[src/common/adc_regs_pkg.sv]
// Purpose: constants and carrier types for the converter register block
// Assumes: AXI4-Lite, 32-bit data, one aligned word per register
// Notes:   printed offsets are not multiples of four; byte address is four times index
package adc_regs_pkg;
   localparam int          AW               = 12;
   localparam logic [11:0] IDX_CTL0         = 12'hF70;
   localparam logic [11:0] IDX_CTL1         = 12'hF71;
   localparam logic [11:0] IDX_RES_HI       = 12'hF72;
   localparam logic [11:0] IDX_RES_LO       = 12'hF73;
   localparam logic [11:0] IDX_HI_LIM       = 12'hF74;
   localparam logic [11:0] IDX_LO_LIM       = 12'hF76;
   // control register 0 fields
   localparam int          CTL0_GO          = 7;
   localparam int          CTL0_REF_LOW     = 6;
   localparam int          CTL0_REF_OUT     = 5;
   localparam int          CTL0_REPEAT      = 4;
   // control/status register 1 fields
   localparam int          CTL1_REF_HIGH    = 7;
   localparam int          CTL1_HI_FLAG     = 6;
   localparam int          CTL1_LO_FLAG     = 5;
   localparam int          CTL1_HI_EN       = 4;
   localparam int          CTL1_LO_EN       = 3;
   localparam logic [7:0]  CTL0_RESET       = 8'h00;
   localparam logic [7:0]  HI_LIM_RESET     = 8'hFF;
   localparam logic [7:0]  LO_LIM_RESET     = 8'h00;
   localparam logic        REF_HIGH_RESET   = 1'b1;
   // buffer modes
   localparam logic [2:0]  BUF_SE_RAW       = 3'h0;
   localparam logic [2:0]  BUF_SE_UNITY     = 3'h1;
   localparam logic [2:0]  BUF_DIFF_RAW     = 3'h4;
   localparam logic [2:0]  BUF_DIFF_UNITY   = 3'h5;
   // channel codes
   localparam logic [3:0]  CH_SE_TEMP       = 4'hE;
   localparam logic [3:0]  CH_DIFF_LAST     = 4'hA;
   localparam logic [3:0]  CH_DIFF_CAL      = 4'hF;
   // reference levels
   localparam logic [1:0]  REF_EXTERNAL     = 2'h0;
   localparam logic [1:0]  REF_1V0          = 2'h1;
   localparam logic [1:0]  REF_2V0          = 2'h2;
   // timing in system clocks at 100 MHz
   localparam int          CLK_MHZ          = 100;
   localparam int          FIRST_CLKS       = 5129;
   localparam int          REPEAT_CLKS      = 256;
   localparam int          CNT_W            = 14;
   localparam logic [1:0]  RESP_OKAY        = 2'h0;
   localparam logic [1:0]  RESP_SLVERR      = 2'h2;

   typedef enum logic [1:0] {
      REF_SEL_EXT  = 2'b00,
      REF_SEL_1V0  = 2'b01,
      REF_SEL_2V0  = 2'b10,
      REF_SEL_RSVD = 2'b11
   } ref_sel_t;

   // converter core steering
   typedef struct packed {
      logic       run;
      logic       diff;
      logic       buffered;
      logic       offset_cal;
      logic       inputs_off;
      logic [2:0] pos_pin;
      logic [2:0] neg_pin;
      logic [3:0] se_chan;
      ref_sel_t   ref_sel;
      logic       ref_out;
   } core_ctl_t;

   // converter core result
   typedef struct packed {
      logic        done;
      logic [12:0] value;
      logic        overflow;
   } core_res_t;
endpackage

[src/logic/adc_register_alarm_interface.sv]
// Purpose: register, result and threshold-alarm logic for an on-chip converter
// Assumes: analog core pulses done with each sample; AXI4-Lite slave, one access at a time
// Notes:   byte address is four times the register index
// What this block does
// - differential channel codes 0000-1010 select fixed positive/negative pin pairs
// - differential code 1111 is offset calibration; 1011-1110 reserved, inputs off
// - reference {high,low}: ext, 1.0 V, 2.0 V, reserved; high bit resets 1
// - high alarm flag set by hardware only, cleared by writing 1
// - low alarm flag set by hardware only, cleared by writing 1
// - high alarm enable gates interrupt; flag sets regardless
// - low alarm enable gates interrupt; flag sets regardless
// - buffer mode codes 000,001,100,101 valid; others reserved
// - result is 13-bit two's complement; upper eight bits in high byte
// - low register: five low bits on top, overflow at bit 0
// - reading high byte latches matching low bits for coherent read
// - result invalid during single shot; continuous holds latest sample
// - result registers read-only; contents undefined until first conversion
// - overflow flag reads 1 when sample overflowed, else 0
// - high alarm when upper eight result bits exceed high limit, reset FF
// - low alarm when upper eight result bits fall below low limit, reset 0
// - alarms inactive in differential modes
// - writing 1 to go bit starts or restarts; cleared on completion
// - single shot 5129 clocks; repeat every 256 after; temperature doubles
// - channel field meaning depends on single-ended or differential mode
//
// Chosen here: register access over AXI4-Lite.
`timescale 1ns/1ps
module adc_register_alarm_interface (
   input  wire logic                         i_clk,
   input  wire logic                         i_sys_rst,
   input  wire logic [adc_regs_pkg::AW+1:0]  i_awaddr,
   input  wire logic                         i_awvalid,
   output logic                              o_awready,
   input  wire logic [31:0]                  i_wdata,
   input  wire logic [3:0]                   i_wstrb,
   input  wire logic                         i_wvalid,
   output logic                              o_wready,
   output logic [1:0]                        o_bresp,
   output logic                              o_bvalid,
   input  wire logic                         i_bready,
   input  wire logic [adc_regs_pkg::AW+1:0]  i_araddr,
   input  wire logic                         i_arvalid,
   output logic                              o_arready,
   output logic [31:0]                       o_rdata,
   output logic [1:0]                        o_rresp,
   output logic                              o_rvalid,
   input  wire logic                         i_rready,
   input  wire adc_regs_pkg::core_res_t      i_core_res,
   output adc_regs_pkg::core_ctl_t           o_core_ctl,
   output logic                              o_irq
);
   import adc_regs_pkg::*;

   typedef enum logic [1:0] {
      CV_IDLE  = 2'b00,
      CV_FIRST = 2'b01,
      CV_RUN   = 2'b10
   } conv_state_t;

   // registers
   logic [7:0]        ctl0_reg;
   logic              ref_high_reg;
   logic              hi_flag_reg;
   logic              lo_flag_reg;
   logic              hi_en_reg;
   logic              lo_en_reg;
   logic [2:0]        buf_mode_reg;
   logic [7:0]        hi_lim_reg;
   logic [7:0]        lo_lim_reg;
   logic [12:0]       result_reg;
   logic              ovf_reg;
   logic [4:0]        low_latch_reg;
   logic              ovf_latch_reg;
   conv_state_t       state_reg;
   conv_state_t       state_next;
   logic [CNT_W-1:0]  cnt_reg;
   logic [CNT_W-1:0]  cnt_next;
   core_ctl_t         core_ctl_reg;
   logic              irq_reg;

   // bus registers
   logic              aw_held_reg;
   logic [AW-1:0]     aw_idx_reg;
   logic              w_held_reg;
   logic [31:0]       wdata_reg;
   logic [3:0]        wstrb_reg;
   logic              bvalid_reg;
   logic [1:0]        bresp_reg;
   logic              rvalid_reg;
   logic [31:0]       rdata_reg;
   logic [1:0]        rresp_reg;

   // --- bus decode ---
   wire               aw_take  = i_awvalid && !aw_held_reg && !bvalid_reg;
   wire               w_take   = i_wvalid && !w_held_reg && !bvalid_reg;
   wire               wr_fire  = aw_held_reg && w_held_reg && !bvalid_reg;
   wire               lane0    = wstrb_reg[0];
   wire               wr_ctl0  = wr_fire && lane0 && (aw_idx_reg == IDX_CTL0);
   wire               wr_ctl1  = wr_fire && lane0 && (aw_idx_reg == IDX_CTL1);
   wire               wr_hlim  = wr_fire && lane0 && (aw_idx_reg == IDX_HI_LIM);
   wire               wr_llim  = wr_fire && lane0 && (aw_idx_reg == IDX_LO_LIM);
   wire               wr_known = (aw_idx_reg == IDX_CTL0) || (aw_idx_reg == IDX_CTL1) ||
                                 (aw_idx_reg == IDX_RES_HI) || (aw_idx_reg == IDX_RES_LO) ||
                                 (aw_idx_reg == IDX_HI_LIM) || (aw_idx_reg == IDX_LO_LIM);
   wire [7:0]         wbyte    = wdata_reg[7:0];
   wire               ar_take  = i_arvalid && !rvalid_reg;
   wire [AW-1:0]      ar_idx   = i_araddr[AW+1:2];
   wire               rd_res_hi = ar_take && (ar_idx == IDX_RES_HI);

   // --- mode decode ---
   wire               diff_mode = buf_mode_reg[2];
   wire               buf_ok    = (buf_mode_reg == BUF_SE_RAW) || (buf_mode_reg == BUF_SE_UNITY) ||
                                  (buf_mode_reg == BUF_DIFF_RAW) ||
                                  (buf_mode_reg == BUF_DIFF_UNITY);
   wire [3:0]         chan      = ctl0_reg[3:0];
   wire               temp_sel  = !diff_mode && (chan == CH_SE_TEMP);
   wire               diff_cal  = diff_mode && (chan == CH_DIFF_CAL);
   wire               diff_ok   = diff_mode && (chan <= CH_DIFF_LAST);
   logic [2:0]        pos_pin;
   logic [2:0]        neg_pin;

   // differential pair table
   always_comb begin
      pos_pin = 3'h0;
      neg_pin = 3'h0;
      case (chan)
         4'h0: begin pos_pin = 3'h0; neg_pin = 3'h1; end
         4'h1: begin pos_pin = 3'h2; neg_pin = 3'h3; end
         4'h2: begin pos_pin = 3'h4; neg_pin = 3'h5; end
         4'h3: begin pos_pin = 3'h1; neg_pin = 3'h0; end
         4'h4: begin pos_pin = 3'h3; neg_pin = 3'h2; end
         4'h5: begin pos_pin = 3'h5; neg_pin = 3'h4; end
         4'h6: begin pos_pin = 3'h6; neg_pin = 3'h5; end
         4'h7: begin pos_pin = 3'h0; neg_pin = 3'h2; end
         4'h8: begin pos_pin = 3'h0; neg_pin = 3'h3; end
         4'h9: begin pos_pin = 3'h0; neg_pin = 3'h4; end
         4'hA: begin pos_pin = 3'h0; neg_pin = 3'h5; end
         default: begin pos_pin = 3'h0; neg_pin = 3'h0; end
      endcase
   end

   // --- conversion sequencing ---
   localparam logic [CNT_W-1:0] FIRST_N  = CNT_W'(FIRST_CLKS);
   localparam logic [CNT_W-1:0] REPEAT_N = CNT_W'(REPEAT_CLKS);
   wire               go_write  = wr_ctl0 && wbyte[CTL0_GO];
   wire               temp_go   = !diff_mode && (wbyte[3:0] == CH_SE_TEMP);
   wire [CNT_W-1:0]   first_len = temp_go ? CNT_W'(2 * FIRST_CLKS) : FIRST_N;
   wire [CNT_W-1:0]   rep_len   = temp_sel ? CNT_W'(2 * REPEAT_CLKS) : REPEAT_N;
   wire               running   = (state_reg != CV_IDLE);
   wire               cnt_end   = running && (cnt_reg == CNT_W'(1));
   // count end marks completion; the core's done pulse in that same cycle carries the value
   wire               sample    = running && cnt_end;
   wire               repeat_on = ctl0_reg[CTL0_REPEAT];

   always_comb begin
      state_next = state_reg;
      cnt_next   = cnt_reg;
      if (go_write) begin
         state_next = CV_FIRST;
         cnt_next   = first_len;
      end else begin
         case (state_reg)
            CV_IDLE: begin
               cnt_next = cnt_reg;
            end
            CV_FIRST, CV_RUN: begin
               if (!cnt_end) begin
                  cnt_next = cnt_reg - CNT_W'(1);
               end else if (repeat_on) begin
                  state_next = CV_RUN;
                  cnt_next   = rep_len;
               end else begin
                  state_next = CV_IDLE;
                  cnt_next   = '0;
               end
            end
            default: begin
               state_next = CV_IDLE;
               cnt_next   = '0;
            end
         endcase
      end
   end

   // --- alarms ---
   wire [7:0]         new_top  = i_core_res.value[12:5];
   wire               store    = sample && i_core_res.done;
   wire               alarm_ok = store && !diff_mode;
   wire               hi_hit   = alarm_ok && $signed(new_top) > $signed(hi_lim_reg);
   wire               lo_hit   = alarm_ok && $signed(new_top) < $signed(lo_lim_reg);
   // set beats a simultaneous write-one clear
   wire               hi_flag_next = hi_hit || (hi_flag_reg && !(wr_ctl1 && wbyte[CTL1_HI_FLAG]));
   wire               lo_flag_next = lo_hit || (lo_flag_reg && !(wr_ctl1 && wbyte[CTL1_LO_FLAG]));
   wire               hi_en_next   = wr_ctl1 ? wbyte[CTL1_HI_EN] : hi_en_reg;
   wire               lo_en_next   = wr_ctl1 ? wbyte[CTL1_LO_EN] : lo_en_reg;
   wire               irq_next     = (hi_flag_next && hi_en_next) ||
                                     (lo_flag_next && lo_en_next);

   // go bit reads 1 until the single-shot ends or a repeat run is stopped
   wire               go_bit   = running;
   wire [7:0]         ctl0_rd  = {go_bit, ctl0_reg[6:0]};
   wire [7:0]         ctl1_rd  = {ref_high_reg, hi_flag_reg, lo_flag_reg, hi_en_reg, lo_en_reg,
                                  buf_mode_reg};
   wire               in_single = running && !repeat_on;
   // high read launches latch; low read shows the latch, reserved bits read zero
   wire [7:0]         res_hi_rd = in_single ? 8'h00 : result_reg[12:5];
   wire [7:0]         res_lo_rd = {low_latch_reg, 2'b00, ovf_latch_reg};
   logic [7:0]        rd_byte;
   logic              rd_known;

   always_comb begin
      rd_byte  = 8'h00;
      rd_known = 1'b1;
      case (ar_idx)
         IDX_CTL0:   rd_byte = ctl0_rd;
         IDX_CTL1:   rd_byte = ctl1_rd;
         IDX_RES_HI: rd_byte = res_hi_rd;
         IDX_RES_LO: rd_byte = res_lo_rd;
         IDX_HI_LIM: rd_byte = hi_lim_reg;
         IDX_LO_LIM: rd_byte = lo_lim_reg;
         default:    rd_known = 1'b0;
      endcase
   end

   wire core_bad = (!buf_ok) || (diff_mode && !diff_ok && !diff_cal);
   core_ctl_t core_ctl_next;
   always_comb begin
      core_ctl_next            = '0;
      core_ctl_next.run        = (state_next != CV_IDLE);
      core_ctl_next.diff       = diff_mode;
      core_ctl_next.buffered   = buf_mode_reg[0];
      core_ctl_next.offset_cal = diff_cal;
      core_ctl_next.inputs_off = core_bad;
      core_ctl_next.pos_pin    = pos_pin;
      core_ctl_next.neg_pin    = neg_pin;
      core_ctl_next.se_chan    = chan;
      core_ctl_next.ref_sel    = ref_sel_t'({ref_high_reg, ctl0_reg[CTL0_REF_LOW]});
      core_ctl_next.ref_out    = ctl0_reg[CTL0_REF_OUT];
   end

   // --- registers ---
   always_ff @(posedge i_clk or posedge i_sys_rst) begin
      if (i_sys_rst) begin
         ctl0_reg     <= CTL0_RESET;
         ref_high_reg <= REF_HIGH_RESET;
         hi_flag_reg  <= 1'b0;
         lo_flag_reg  <= 1'b0;
         hi_en_reg    <= 1'b0;
         lo_en_reg    <= 1'b0;
         buf_mode_reg <= BUF_SE_RAW;
         hi_lim_reg   <= HI_LIM_RESET;
         lo_lim_reg   <= LO_LIM_RESET;
         state_reg    <= CV_IDLE;
         cnt_reg      <= '0;
         core_ctl_reg <= '0;
         irq_reg      <= 1'b0;
      end else begin
         if (wr_ctl0) begin
            ctl0_reg <= {1'b0, wbyte[6:0]};
         end
         if (wr_ctl1) begin
            ref_high_reg <= wbyte[CTL1_REF_HIGH];
            buf_mode_reg <= wbyte[2:0];
         end
         hi_flag_reg  <= hi_flag_next;
         lo_flag_reg  <= lo_flag_next;
         hi_en_reg    <= hi_en_next;
         lo_en_reg    <= lo_en_next;
         if (wr_hlim) begin
            hi_lim_reg <= wbyte;
         end
         if (wr_llim) begin
            lo_lim_reg <= wbyte;
         end
         state_reg    <= state_next;
         cnt_reg      <= cnt_next;
         core_ctl_reg <= core_ctl_next;
         irq_reg      <= irq_next;
      end
   end

   // result storage has no reset: undefined until the first sample
   always_ff @(posedge i_clk) begin
      if (store) begin
         result_reg <= i_core_res.value;
         ovf_reg    <= i_core_res.overflow;
      end
      if (rd_res_hi) begin
         low_latch_reg <= result_reg[4:0];
         ovf_latch_reg <= ovf_reg;
      end
   end

   // --- AXI4-Lite slave ---
   always_ff @(posedge i_clk or posedge i_sys_rst) begin
      if (i_sys_rst) begin
         aw_held_reg <= 1'b0;
         aw_idx_reg  <= '0;
         w_held_reg  <= 1'b0;
         wdata_reg   <= '0;
         wstrb_reg   <= '0;
         bvalid_reg  <= 1'b0;
         bresp_reg   <= RESP_OKAY;
         rvalid_reg  <= 1'b0;
         rdata_reg   <= '0;
         rresp_reg   <= RESP_OKAY;
      end else begin
         if (aw_take) begin
            aw_held_reg <= 1'b1;
            aw_idx_reg  <= i_awaddr[AW+1:2];
         end
         if (w_take) begin
            w_held_reg <= 1'b1;
            wdata_reg  <= i_wdata;
            wstrb_reg  <= i_wstrb;
         end
         if (wr_fire) begin
            // result registers accept the write silently
            aw_held_reg <= 1'b0;
            w_held_reg  <= 1'b0;
            bvalid_reg  <= 1'b1;
            bresp_reg   <= wr_known ? RESP_OKAY : RESP_SLVERR;
         end else if (bvalid_reg && i_bready) begin
            bvalid_reg <= 1'b0;
         end
         if (ar_take) begin
            rvalid_reg <= 1'b1;
            rdata_reg  <= {24'h000000, rd_byte};
            rresp_reg  <= rd_known ? RESP_OKAY : RESP_SLVERR;
         end else if (rvalid_reg && i_rready) begin
            rvalid_reg <= 1'b0;
         end
      end
   end

   assign o_awready  = !aw_held_reg && !bvalid_reg;
   assign o_wready   = !w_held_reg && !bvalid_reg;
   assign o_bvalid   = bvalid_reg;
   assign o_bresp    = bresp_reg;
   assign o_arready  = !rvalid_reg;
   assign o_rvalid   = rvalid_reg;
   assign o_rdata    = rdata_reg;
   assign o_rresp    = rresp_reg;
   assign o_core_ctl = core_ctl_reg;
   assign o_irq      = irq_reg;
endmodule

[config.mk]
export PLATFORM = sky130hd
export DESIGN_NAME = adc_register_alarm_interface
export DESIGN_NICKNAME = d
export VERILOG_FILES = /design/src/common/adc_regs_pkg.sv /design/src/logic/adc_register_alarm_interface.sv
export SDC_FILE = /design/constraint.sdc
export NUM_CORES = 1
export LEC_CHECK = 0
export BUFFER_PORTS_ARGS = -buffer_cell sky130_fd_sc_hd__buf_2
export CELL_PAD_IN_SITES_DETAIL_PLACEMENT = 2
export CELL_PAD_IN_SITES_GLOBAL_PLACEMENT = 2
export CORE_ASPECT_RATIO = 0.9
export CORE_UTILIZATION = 34
export DETAILED_ROUTE_END_ITERATION = 8
export PLACE_DENSITY = 0.81
export SYNTH_ARGS = -nofsm -noshare
export SYNTH_HDL_FRONTEND = slang
export SYNTH_SLANG_ARGS = --single-unit
[constraint.sdc]
create_clock -name i_clk -period 3.2 [get_ports i_clk]
set_input_delay 0.16 -clock i_clk [delete_from_list [all_inputs] [get_ports i_clk]]
set_output_delay 0.16 -clock i_clk [all_outputs]
set_load 0.02 [all_outputs]
==> results of run 1 <==
worst reg2reg max path, stage by stage, from the launching register on:
cell and delay [ps]:
dfrtp_1 420, nand3b_1 320, nor4b_1 490, nor2b_2 270
nand3b_1 310, nor3_1 650, a31oi_1 120
report_power, final:
part,total [W],internal [W],switching (W)
logic,0.000695,0.000317,0.000378
clock network,0.00204,0.00126,0.000773
registers,0.00198,0.00176,0.000225
total,0.00471,0.00334,0.00138
what timing repair did:
action,in CTS,in global routing
setup endpoints to repair,0,0
endpoints found under the hold margin,95,0
gates resized for setup,0,0
hold buffers,38,0
cells in the mapped netlist (4+ instances only):
library cell | n | area [sq um]
o21ai_0 | 16 | 80.1
a21oi_1 | 34 | 170
nand4b_1 | 4 | 35.0
nor2_1 | 47 | 176
mux2i_1 | 8 | 80.1
a222oi_1 | 8 | 80.1
dfstp_2 | 9 | 236
a31oi_1 | 8 | 50.1
mux2_1 | 7 | 78.8
o21ai_1 | 9 | 45.0
nor3_1 | 8 | 40.0
nor2b_1 | 6 | 37.5
nand3b_1 | 6 | 45.0
buf_4 | 26 | 195
inv_1 | 28 | 105
nand3_1 | 6 | 30.0
mux2_2 | 44 | 495
nand2_1 | 29 | 109
ha_1 | 23 | 288
nand2b_1 | 6 | 37.5
dfrtp_1 | 92 | 2300
a21o_1 | 5 | 37.5
clkbuf_1 | 12 | 45.0
edfxtp_1 | 20 | 601
worst min-delay path by stage:
stage | startpoint | end | slack (ps) | cells past startpoint
5_1_grt | i_araddr[2] | o_rresp[1]$_DFFE_PP0P_ | 280 | 3
2_1_floorplan | i_rready | o_rvalid$_DFFE_PP0P_ | 250 | 1
3_3_place_gp | i_core_res[3] | result_reg[2]$_DFFE_PN_ | 340 | 1
4_1_cts | i_araddr[2] | o_rresp[1]$_DFFE_PP0P_ | 220 | 3
6_report | i_araddr[3] | o_rdata[1]$_DFFE_PP0P_ | 240 | 4
3_5_place_dp | i_core_res[4] | result_reg[3]$_DFFE_PN_ | 340 | 1
cells by family (layout without fill, tap and decap cells):
| logic type | count (synthesis) | after routing | synth area share, % |
|---|---|---|---|
| and+or+nand+nor | 142 | 142 | 12.7 |
| DFF | 121 | 121 | 53.5 |
| AOI/OAI and AO/OA | 99 | 99 | 11.2 |
| buffers and inverters | 68 | 194 | 6.16 |
| muxes | 59 | 59 | 11.1 |
| adders and majority gates | 23 | 23 | 4.90 |
| xor gates and xnor gates | 2 | 2 | 0.298 |
| other | 1 | 26 | 0.0639 |
per-stage QoR:
| stage | hold slack (ps) | power (W) | setup WS (ps) | cells | area [sq um] |
|---|---|---|---|---|---|
| finish | 239 | 0.00471 | 470 | 877 | 7480 |
| global route | 275 | 0.00488 | 206 | 877 | 7480 |
| CTS | 216 | 0.00471 | 417 | 877 | 7480 |
| detailed placement | 340 | 0.00262 | 651 | 807 | 6470 |
| global placement | 340 | 0.00257 | 776 | 807 | 6470 |
| floorplan | 245 | 0.00238 | 408 | 540 | 5960 |
final cells by class:
class | count | area, sq um
Fill cell | 1727 | 9410
Sequential cell | 121 | 3140
Multi-Input combinational cell | 351 | 2460
Timing Repair Buffer | 134 | 881
Clock buffer | 20 | 489
Tap cell | 211 | 264
Clock inverter | 12 | 135
Inverter | 28 | 108
per-layer routing:
| layer | wire (um) | GRT usage, % | part of all wire (%) |
|---|---|---|---|
| met1 | 8070 | 27.6 | 41 |
| met2 | 10200 | 42.2 | 51 |
| met3 | 1030 | 5.40 | 5.2 |
| met4 | 557 | 10.8 | 2.8 |
| met5 | 0 | 0 | 0 |
cells in the final DEF, fill, tap and decap left out, drive strengths merged, types with 8 or more instances in the layout:
cell type and n:
ha 23, dfstp 9, clkbuf 20, conb 26
edfxtp 20, a31oi 8, o21ai 25, dlygate4sd3 38
a222oi 8, inv 30, mux2i 8, nor2 48
mux2 51, nor3 8, dfrtp 92, nand2 30
buf 96, a21oi 34
==> flow_metrics.tcl, run 1 <==
set metrics [dict create \
    status "completed" \
    gp_congestion 0.832 \
    crit_type "register to register" \
    synth-edff-count 20 \
    leakage_nw 3.36 \
    rows 45 \
    ys_seq_area_share_pct 53.5 \
    maxSlewHeadroom_pct 41.0 \
    period_needed_ps 2730 \
    max_cap_viol_count 0 \
    cts_tree "built" \
    wire_per_inst_um 22.7 \
    synth_ff_type "dfrtp_1" \
    grt_pass1_vias 5411 \
    cts_sinks 121 \
    crit_cells 6 \
    path_clk_slew_ps 60 \
    drt-pass1-iter-count 5 \
    ff2ff_path_depth 6 \
    synthArstFlopShare_pct 83.5 \
    crit_top_cell "nand3b_1" \
    rsz0062_at_grt "no" \
    grt_antenna_before_repair 0 \
    min_period_over_period_pct 85.3 \
    hold_viol 0 \
    drtAntennaViolNets 0 \
    worstSkewPairLatency_ps 430 \
    post_cts_buffers 0 \
    fp.dieH_um 127 \
    htree_levels 4 \
    hold_path.class "input port to register" \
    finClkSkew_ps 12.4 \
    finalSetupViolCount 0 \
    yosysWarnings 0 \
    maxSlewViolCount 0 \
    syn_area_sq_um 5870 \
    power_density_nw_per_um2 630 \
    io_pins 146 \
    grt-ovfl-total 0 \
    final_nets 762 \
    cp-endpoint "cnt_reg[12]$_DFFE_PP0P_" \
    utilization_pct 44.3 \
    synth_cells 515 \
    worst_pin_slew_ps 886 \
    path_cells "nand3b_1 > nor4b_1 > nor2b_2 > nand3b_1 > nor3_1 > a31oi_1" \
    die_w_um 141 \
    clockRootBuffer "clkbuf_16" \
    wirelength_um 19900 \
    vias 4741 \
    cts_buffer_depth 2 \
    grtUsageTotal_pct 23.9 \
    reg2reg_slack_ps 470 \
    cpMaxStageDelayCell "nor3_1" \
    critPathLaunchType "register" \
    end_kind "register" \
    hpwl_um 12700 \
    drive_gt1_share_pct 29.1 \
    critPathMaxFanout 8 \
    numPortBuffers 88 \
    start_util_pct 34.8 \
    tns_ps 0 \
    worst_r2r_endpoint "cnt_reg[12]$_DFFE_PP0P_" \
    cp_num_buf_inv 0 \
    irDropWorstVdd_mv 0.466 \
    cts_buffers 17 \
    vias_per_cell 5.41 \
    rr_startpoint "o_bvalid$_DFFE_PP0P_" \
    antennaDiodeCount 0 \
    ys_types 63 \
    ys_ff_latch 121 \
    grt_max_degree 68 \
    drc_errors 0 \
    largest_reg_flops 18 \
    area_delta_synth_final_pct 27.4 \
    crit_required_ps 3470 \
    core_area_sq_um 16900 \
    max_stage_delay_ps 640 \
    avgSynthCellArea_sq_um 11.4 \
    dieArea_sq_um 17800 \
    cp_top_family "simple AND/OR/NAND/NOR gates" \
    grt_pass1_wl_um 31100 \
    worst_ep_arrival_time_ps 3000 \
    timing.fmax_mhz 366 \
    drtIter0Drc 209 \
    crit_start "o_bvalid$_DFFE_PP0P_" \
]
No activity file was read; power rests on OpenSTA's default activity.
==> run 2, diff against run 1 <==
--- a/config.mk
+++ b/config.mk
@@ -6,12 +6,13 @@
 export NUM_CORES = 1
 export LEC_CHECK = 0
 export BUFFER_PORTS_ARGS = -buffer_cell sky130_fd_sc_hd__buf_2
-export CELL_PAD_IN_SITES_DETAIL_PLACEMENT = 2
-export CELL_PAD_IN_SITES_GLOBAL_PLACEMENT = 2
+export CAP_MARGIN = 15
+export CELL_PAD_IN_SITES_DETAIL_PLACEMENT = 1
+export CELL_PAD_IN_SITES_GLOBAL_PLACEMENT = 1
 export CORE_ASPECT_RATIO = 0.9
-export CORE_UTILIZATION = 34
+export CORE_UTILIZATION = 35
 export DETAILED_ROUTE_END_ITERATION = 8
-export PLACE_DENSITY = 0.81
+export PLACE_DENSITY = 0.7
 export SYNTH_ARGS = -nofsm -noshare
 export SYNTH_HDL_FRONTEND = slang
 export SYNTH_SLANG_ARGS = --single-unit
==> flow_metrics.tcl, run 2 (synthesis gave the netlist of run 1 again) <==
set metrics [dict create \
    status "finished, violations left" \
    failed_checks "design-rule violations" \
    critPathMaxFanout 8 \
    wirelength_um 15400 \
    finClkSkew_ps 8.60 \
    path_cells "nand3b_1 > nor4b_1 > nor2b_2 > nand3b_1 > nor3_1 > a21oi_1" \
    period_needed_ps 2600 \
    drtIter0Drc 310 \
    irDropWorstVdd_mv 0.483 \
    hold_viol 0 \
    wire_per_inst_um 17.8 \
    utilization_pct 46.1 \
    cp_num_buf_inv 0 \
    layout_commonest_cell "dfrtp_1" \
    final_nets 759 \
    vias 4440 \
    grt_pass1_vias 4859 \
    worstSkewPairLatency_ps 420 \
    gp_congestion 0.835 \
    area_delta_synth_final_pct 27.5 \
    numPortBuffers 88 \
    max_cap_viol_count 0 \
    clockRootBuffer "clkbuf_16" \
    leakage_nw 3.36 \
    rows 44 \
    cts_hold_buf 38 \
    power_density_nw_per_um2 623 \
    crit_required_ps 3470 \
    drc_errors 10 \
    core_area_sq_um 16200 \
    hpwl_um 10900 \
    worstHoldEndpoint "o_rresp[1]$_DFFE_PP0P_" \
    crit_top_cell "nand3b_1" \
    post_cts_buffers 0 \
    fp.dieH_um 125 \
    timing.fmax_mhz 384 \
    maxSlewViolCount 0 \
    drt-pass1-iter-count 7 \
    worst_ep_arrival_time_ps 2870 \
    cpMaxStageDelayCell "nor3_1" \
    cts_sinks 121 \
    grt_max_degree 62 \
    rsz0062_at_grt "no" \
    grtUsageTotal_pct 18.9 \
    cp_top_family "simple AND/OR/NAND/NOR gates" \
    cts_buffers 17 \
    drive_gt1_share_pct 28.7 \
    antennaDiodeCount 0 \
    grt-ovfl-total 0 \
    worstHoldStart "i_araddr[2]" \
    start_util_pct 36.1 \
    drtAntennaViolNets 0 \
    vias_per_cell 5.10 \
    reg2reg_slack_ps 600 \
    die_w_um 139 \
    end_kind "register" \
    critPathLaunchType "register" \
    maxSlewHeadroom_pct 45.3 \
    cts_resized 0 \
    min_period_over_period_pct 81.3 \
    ff2ff_path_depth 6 \
    rr_startpoint "o_bvalid$_DFFE_PP0P_" \
    worst_r2r_endpoint "cnt_reg[0]$_DFFE_PP0P_" \
    grt_antenna_before_repair 0 \
    htree_levels 4 \
    tns_ps 0 \
    io_pins 146 \
    crit_type "register to register" \
    max_stage_delay_ps 580 \
    hold_path.class "input port to register" \
    path_clk_slew_ps 50 \
    fillers 1756 \
    worst_pin_slew_ps 820 \
    finalSetupViolCount 0 \
    dieArea_sq_um 17300 \
    cts_tree "built" \
    final_cell_mix "dfrtp_1, buf_2, nor2_1, mux2_2, dlygate4sd3_1" \
    cts_buffer_depth 2 \
    largest_reg_flops 18 \
    holdPathStages 3 \
    grt_pass1_wl_um 25400 \
]
[run 2: cell count changes in the layout (fill, tap and decap cells not counted), sizes merged]
cell    before  now
buf         96   93
clkinv       6    3
clkbuf      20   22
inv         30   31
[run 2: worst max-delay path by stage]
stage | startpoint | end | cells past startpoint
finish | o_bvalid$_DFFE_PP0P_ | cnt_reg[0]$_DFFE_PP0P_ | 6
global route | o_bvalid$_DFFE_PP0P_ | cnt_reg[0]$_DFFE_PP0P_ | 6
CTS | o_bvalid$_DFFE_PP0P_ | cnt_reg[3]$_DFFE_PP0P_ | 6
detailed placement | o_bvalid$_DFFE_PP0P_ | cnt_reg[0]$_DFFE_PP0P_ | 6
global placement | aw_idx_reg[7]$_DFFE_PP0P_ | cnt_reg[3]$_DFFE_PP0P_ | 6
floorplan | i_sys_rst | aw_held_reg$_DFFE_PP0P_ | 1
[run 2: per-stage QoR]
| stage | area, sq um | worst slack [ps] | cells | hold WS (ps) | power [W] |
|---|---|---|---|---|---|
| 2_1_floorplan | 5960 | 408 | 540 | 245 | 0.00238 |
| 4_1_cts | 7480 | 622 | 870 | 199 | 0.00471 |
| 3_5_place_dp | 6460 | 629 | 800 | 259 | 0.00261 |
| 5_1_grt | 7480 | 359 | 870 | 269 | 0.00486 |
| 3_3_place_gp | 6460 | 752 | 800 | 258 | 0.00256 |
| 6_report | 7480 | 599 | 870 | 224 | 0.00467 |
[run 2: cell type report]
class / count / area, sq um / share of cell area (%)
multi-input combinational: 351 / 2460 / 32.9
clock buffer: 22 / 518 / 6.92
timing repair buffer: 131 / 871 / 11.6
sequential: 121 / 3140 / 41.9
clock inverter: 10 / 126 / 1.69
inverter: 28 / 108 / 1.44
tap: 207 / 259 / 3.46
[run 2: routing by layer]
metal	track usage, %	share of wire (%)	vias up
li1	-	-	2066
met1	22.3	44	2274
met2	34.3	52	86
met3	4.15	2.9	14
met4	4.96	1.0	0
met5	0	0	-
[run 2: report_power, final]
part	total (W)	internal [W]	switching, W
Clock	0.00205	0.00132	0.000732
Combinational	0.000663	0.000316	0.000347
Sequential	0.00195	0.00176	0.000196
Total	0.00467	0.00339	0.00128
[run 2: worst min-delay path, cell delays in order]
cell and delay, ps:
buf_2 200, a21oi_1 160, a21oi_1 70
==> run 3, diff against run 2 <==
==> constraint.sdc (replaced) <==
create_clock -name i_clk -period 2.6 [get_ports i_clk]
set_input_delay 0.13 -clock i_clk [delete_from_list [all_inputs] [get_ports i_clk]]
set_output_delay 0.13 -clock i_clk [all_outputs]
set_load 0.02 [all_outputs]
==> flow_metrics.tcl, run 3 (synthesis gave the netlist of run 1 again) <==
set metrics [dict create \
    status "finished, violations left" \
    failed_checks "design-rule violations" \
    rows 44 \
    seqCellArea_sq_um 3140 \
    drc_errors 14 \
    wirelength_um 15900 \
    tns_ps 0 \
    start_util_pct 36.1 \
    rsz0062_at_grt "no" \
    met3_length_um 654 \
    worstSkewPairLatency_ps 420 \
    maxSlewViolCount 0 \
    clockRootBuffer "clkbuf_16" \
    finClkSkew_ps 10.5 \
    htree_levels 4 \
    multiInputGateArea_sq_um 2470 \
    cts_buffer_depth 2 \
    crit_required_ps 2900 \
    antennaDiodeCount 0 \
    max_cap_viol_count 0 \
    gp_congestion 0.845 \
    drtIter0Drc 307 \
    instances_no_fill 879 \
    worst_ep_arrival_time_ps 2830 \
    min_period_over_period_pct 97.2 \
    vias 4502 \
    hold_viol 0 \
    period_needed_ps 2530 \
    dp_cells 807 \
    drtAntennaViolNets 0 \
    fp.dieH_um 125 \
    io_pins 146 \
    area_delta_synth_final_pct 28.2 \
    worst_pin_slew_ps 783 \
    p_total_w 0.00565 \
    final_nets 768 \
    hold_path.class "input port to register" \
    leakage_nw 3.37 \
    maxSlewHeadroom_pct 47.8 \
    wire_per_inst_um 18.1 \
    hpwl_um 11200 \
    vias_per_cell 5.12 \
    layout_commonest_cell "dfrtp_1" \
    grt_pass1_wl_um 26000 \
    grt_pass1_vias 4919 \
    power_density_nw_per_um2 751 \
    drt-pass1-iter-count 7 \
    largest_reg_flops 18 \
    grt_max_degree 47 \
    irDropWorstVdd_mv 0.506 \
    dieArea_sq_um 17300 \
    critPathMaxFanout 9 \
    finalSetupViolCount 0 \
    grt_antenna_before_repair 0 \
    cts_sinks 121 \
    reg2reg_slack_ps 70 \
    grt-ovfl-total 0 \
    end_kind "register" \
    cts_buffers 17 \
    numPortBuffers 88 \
    grtUsageTotal_pct 19.7 \
    routed.top_layer "met4" \
    path_clk_slew_ps 60 \
    final_cell_mix "dfrtp_1, buf_2, nor2_1, mux2_2, dlygate4sd3_1" \
    drive_gt1_share_pct 29.6 \
    die_w_um 139 \
    crit_type "register to register" \
    wl_met2_um 8450 \
    wl_met1_um 6540 \
    critPathLaunchType "register" \
    cts_tree "built" \
    fillers 1782 \
    timing.fmax_mhz 396 \
    core_area_sq_um 16200 \
    utilization_pct 46.3 \
]
run 3: changes by cell type in the layout (fill, tap and decap cells not counted), moves of 2 or more:
cell        delta
buf_4          +8
clkbuf_16      -3
clkinvlp_4     +3
clkinv_1       +2
run 3: worst paths after layout:
path / start / endpoint / cells past startpoint
worst max-delay path: state_reg[1]$_DFF_PP0_ / cnt_reg[3]$_DFFE_PP0P_ / 8
worst min-delay path: i_araddr[3] / o_rdata[2]$_DFFE_PP0P_ / 4
worst max register to register: state_reg[1]$_DFF_PP0_ / cnt_reg[3]$_DFFE_PP0P_ / 8
worst min register to register: result_reg[2]$_DFFE_PN_ / low_latch_reg[2]$_DFFE_PP_ / 0
max in group asynchronous: i_sys_rst / cnt_reg[7]$_DFFE_PP0P_ / 4
min in group asynchronous: i_sys_rst / o_core_ctl[8]$_DFF_PP0_ / 3
run 3: cell type report:
cell class	instances	area share, %
tap	207	3.44
sequential	121	41.7
inverter	28	1.45
clock inverter	14	2.31
timing repair buffer	140	12.5
clock buffer	18	5.70
multi-input combinational	351	32.9
run 3: layer usage:
| layer | vias up | global-route usage [%] |
|---|---|---|
| met5 | - | 0 |
| met4 | 0 | 6.87 |
| met3 | 21 | 4.84 |
| met2 | 108 | 35.8 |
| met1 | 2279 | 22.5 |
| li1 | 2094 | - |
run 3: power breakdown:
part	internal [W]	switching, W	total (W)	leakage (nW)
Clock	0.00151	0.000917	0.00243	0.280
Combinational	0.000400	0.000423	0.000823	1.62
Sequential	0.00216	0.000241	0.00240	1.48
Total	0.00407	0.00158	0.00565	3.37
run 3: what timing repair did:
item,CTS,global route
gates resized for setup,0,3
buffers inserted,0,2
endpoints found under the hold margin,61,0
hold buffers,38,0
setup endpoints to repair,0,1
run 3: worst max-delay path, stage by stage, from the launching register on:
cell and delay [ps]:
dfrtp_1 390, inv_1 90, ha_1 200, or4b_4 530, o41ai_4 490, buf_6 200, nor2_2 100, a221oi_1 330
nor2_1 70
run 3: per-stage QoR:
| step | setup slack, ps | hold slack (ps) | cell area, sq um |
|---|---|---|---|
| 6_report | 73.1 | 163 | 7530 |
| 5_1_grt | 15.7 | 188 | 7530 |
| 4_1_cts | 95.4 | 133 | 7500 |
| 3_5_place_dp | 92.0 | 247 | 6510 |
| 3_3_place_gp | 258 | 241 | 6510 |
| 2_1_floorplan | 293 | 215 | 5970 |
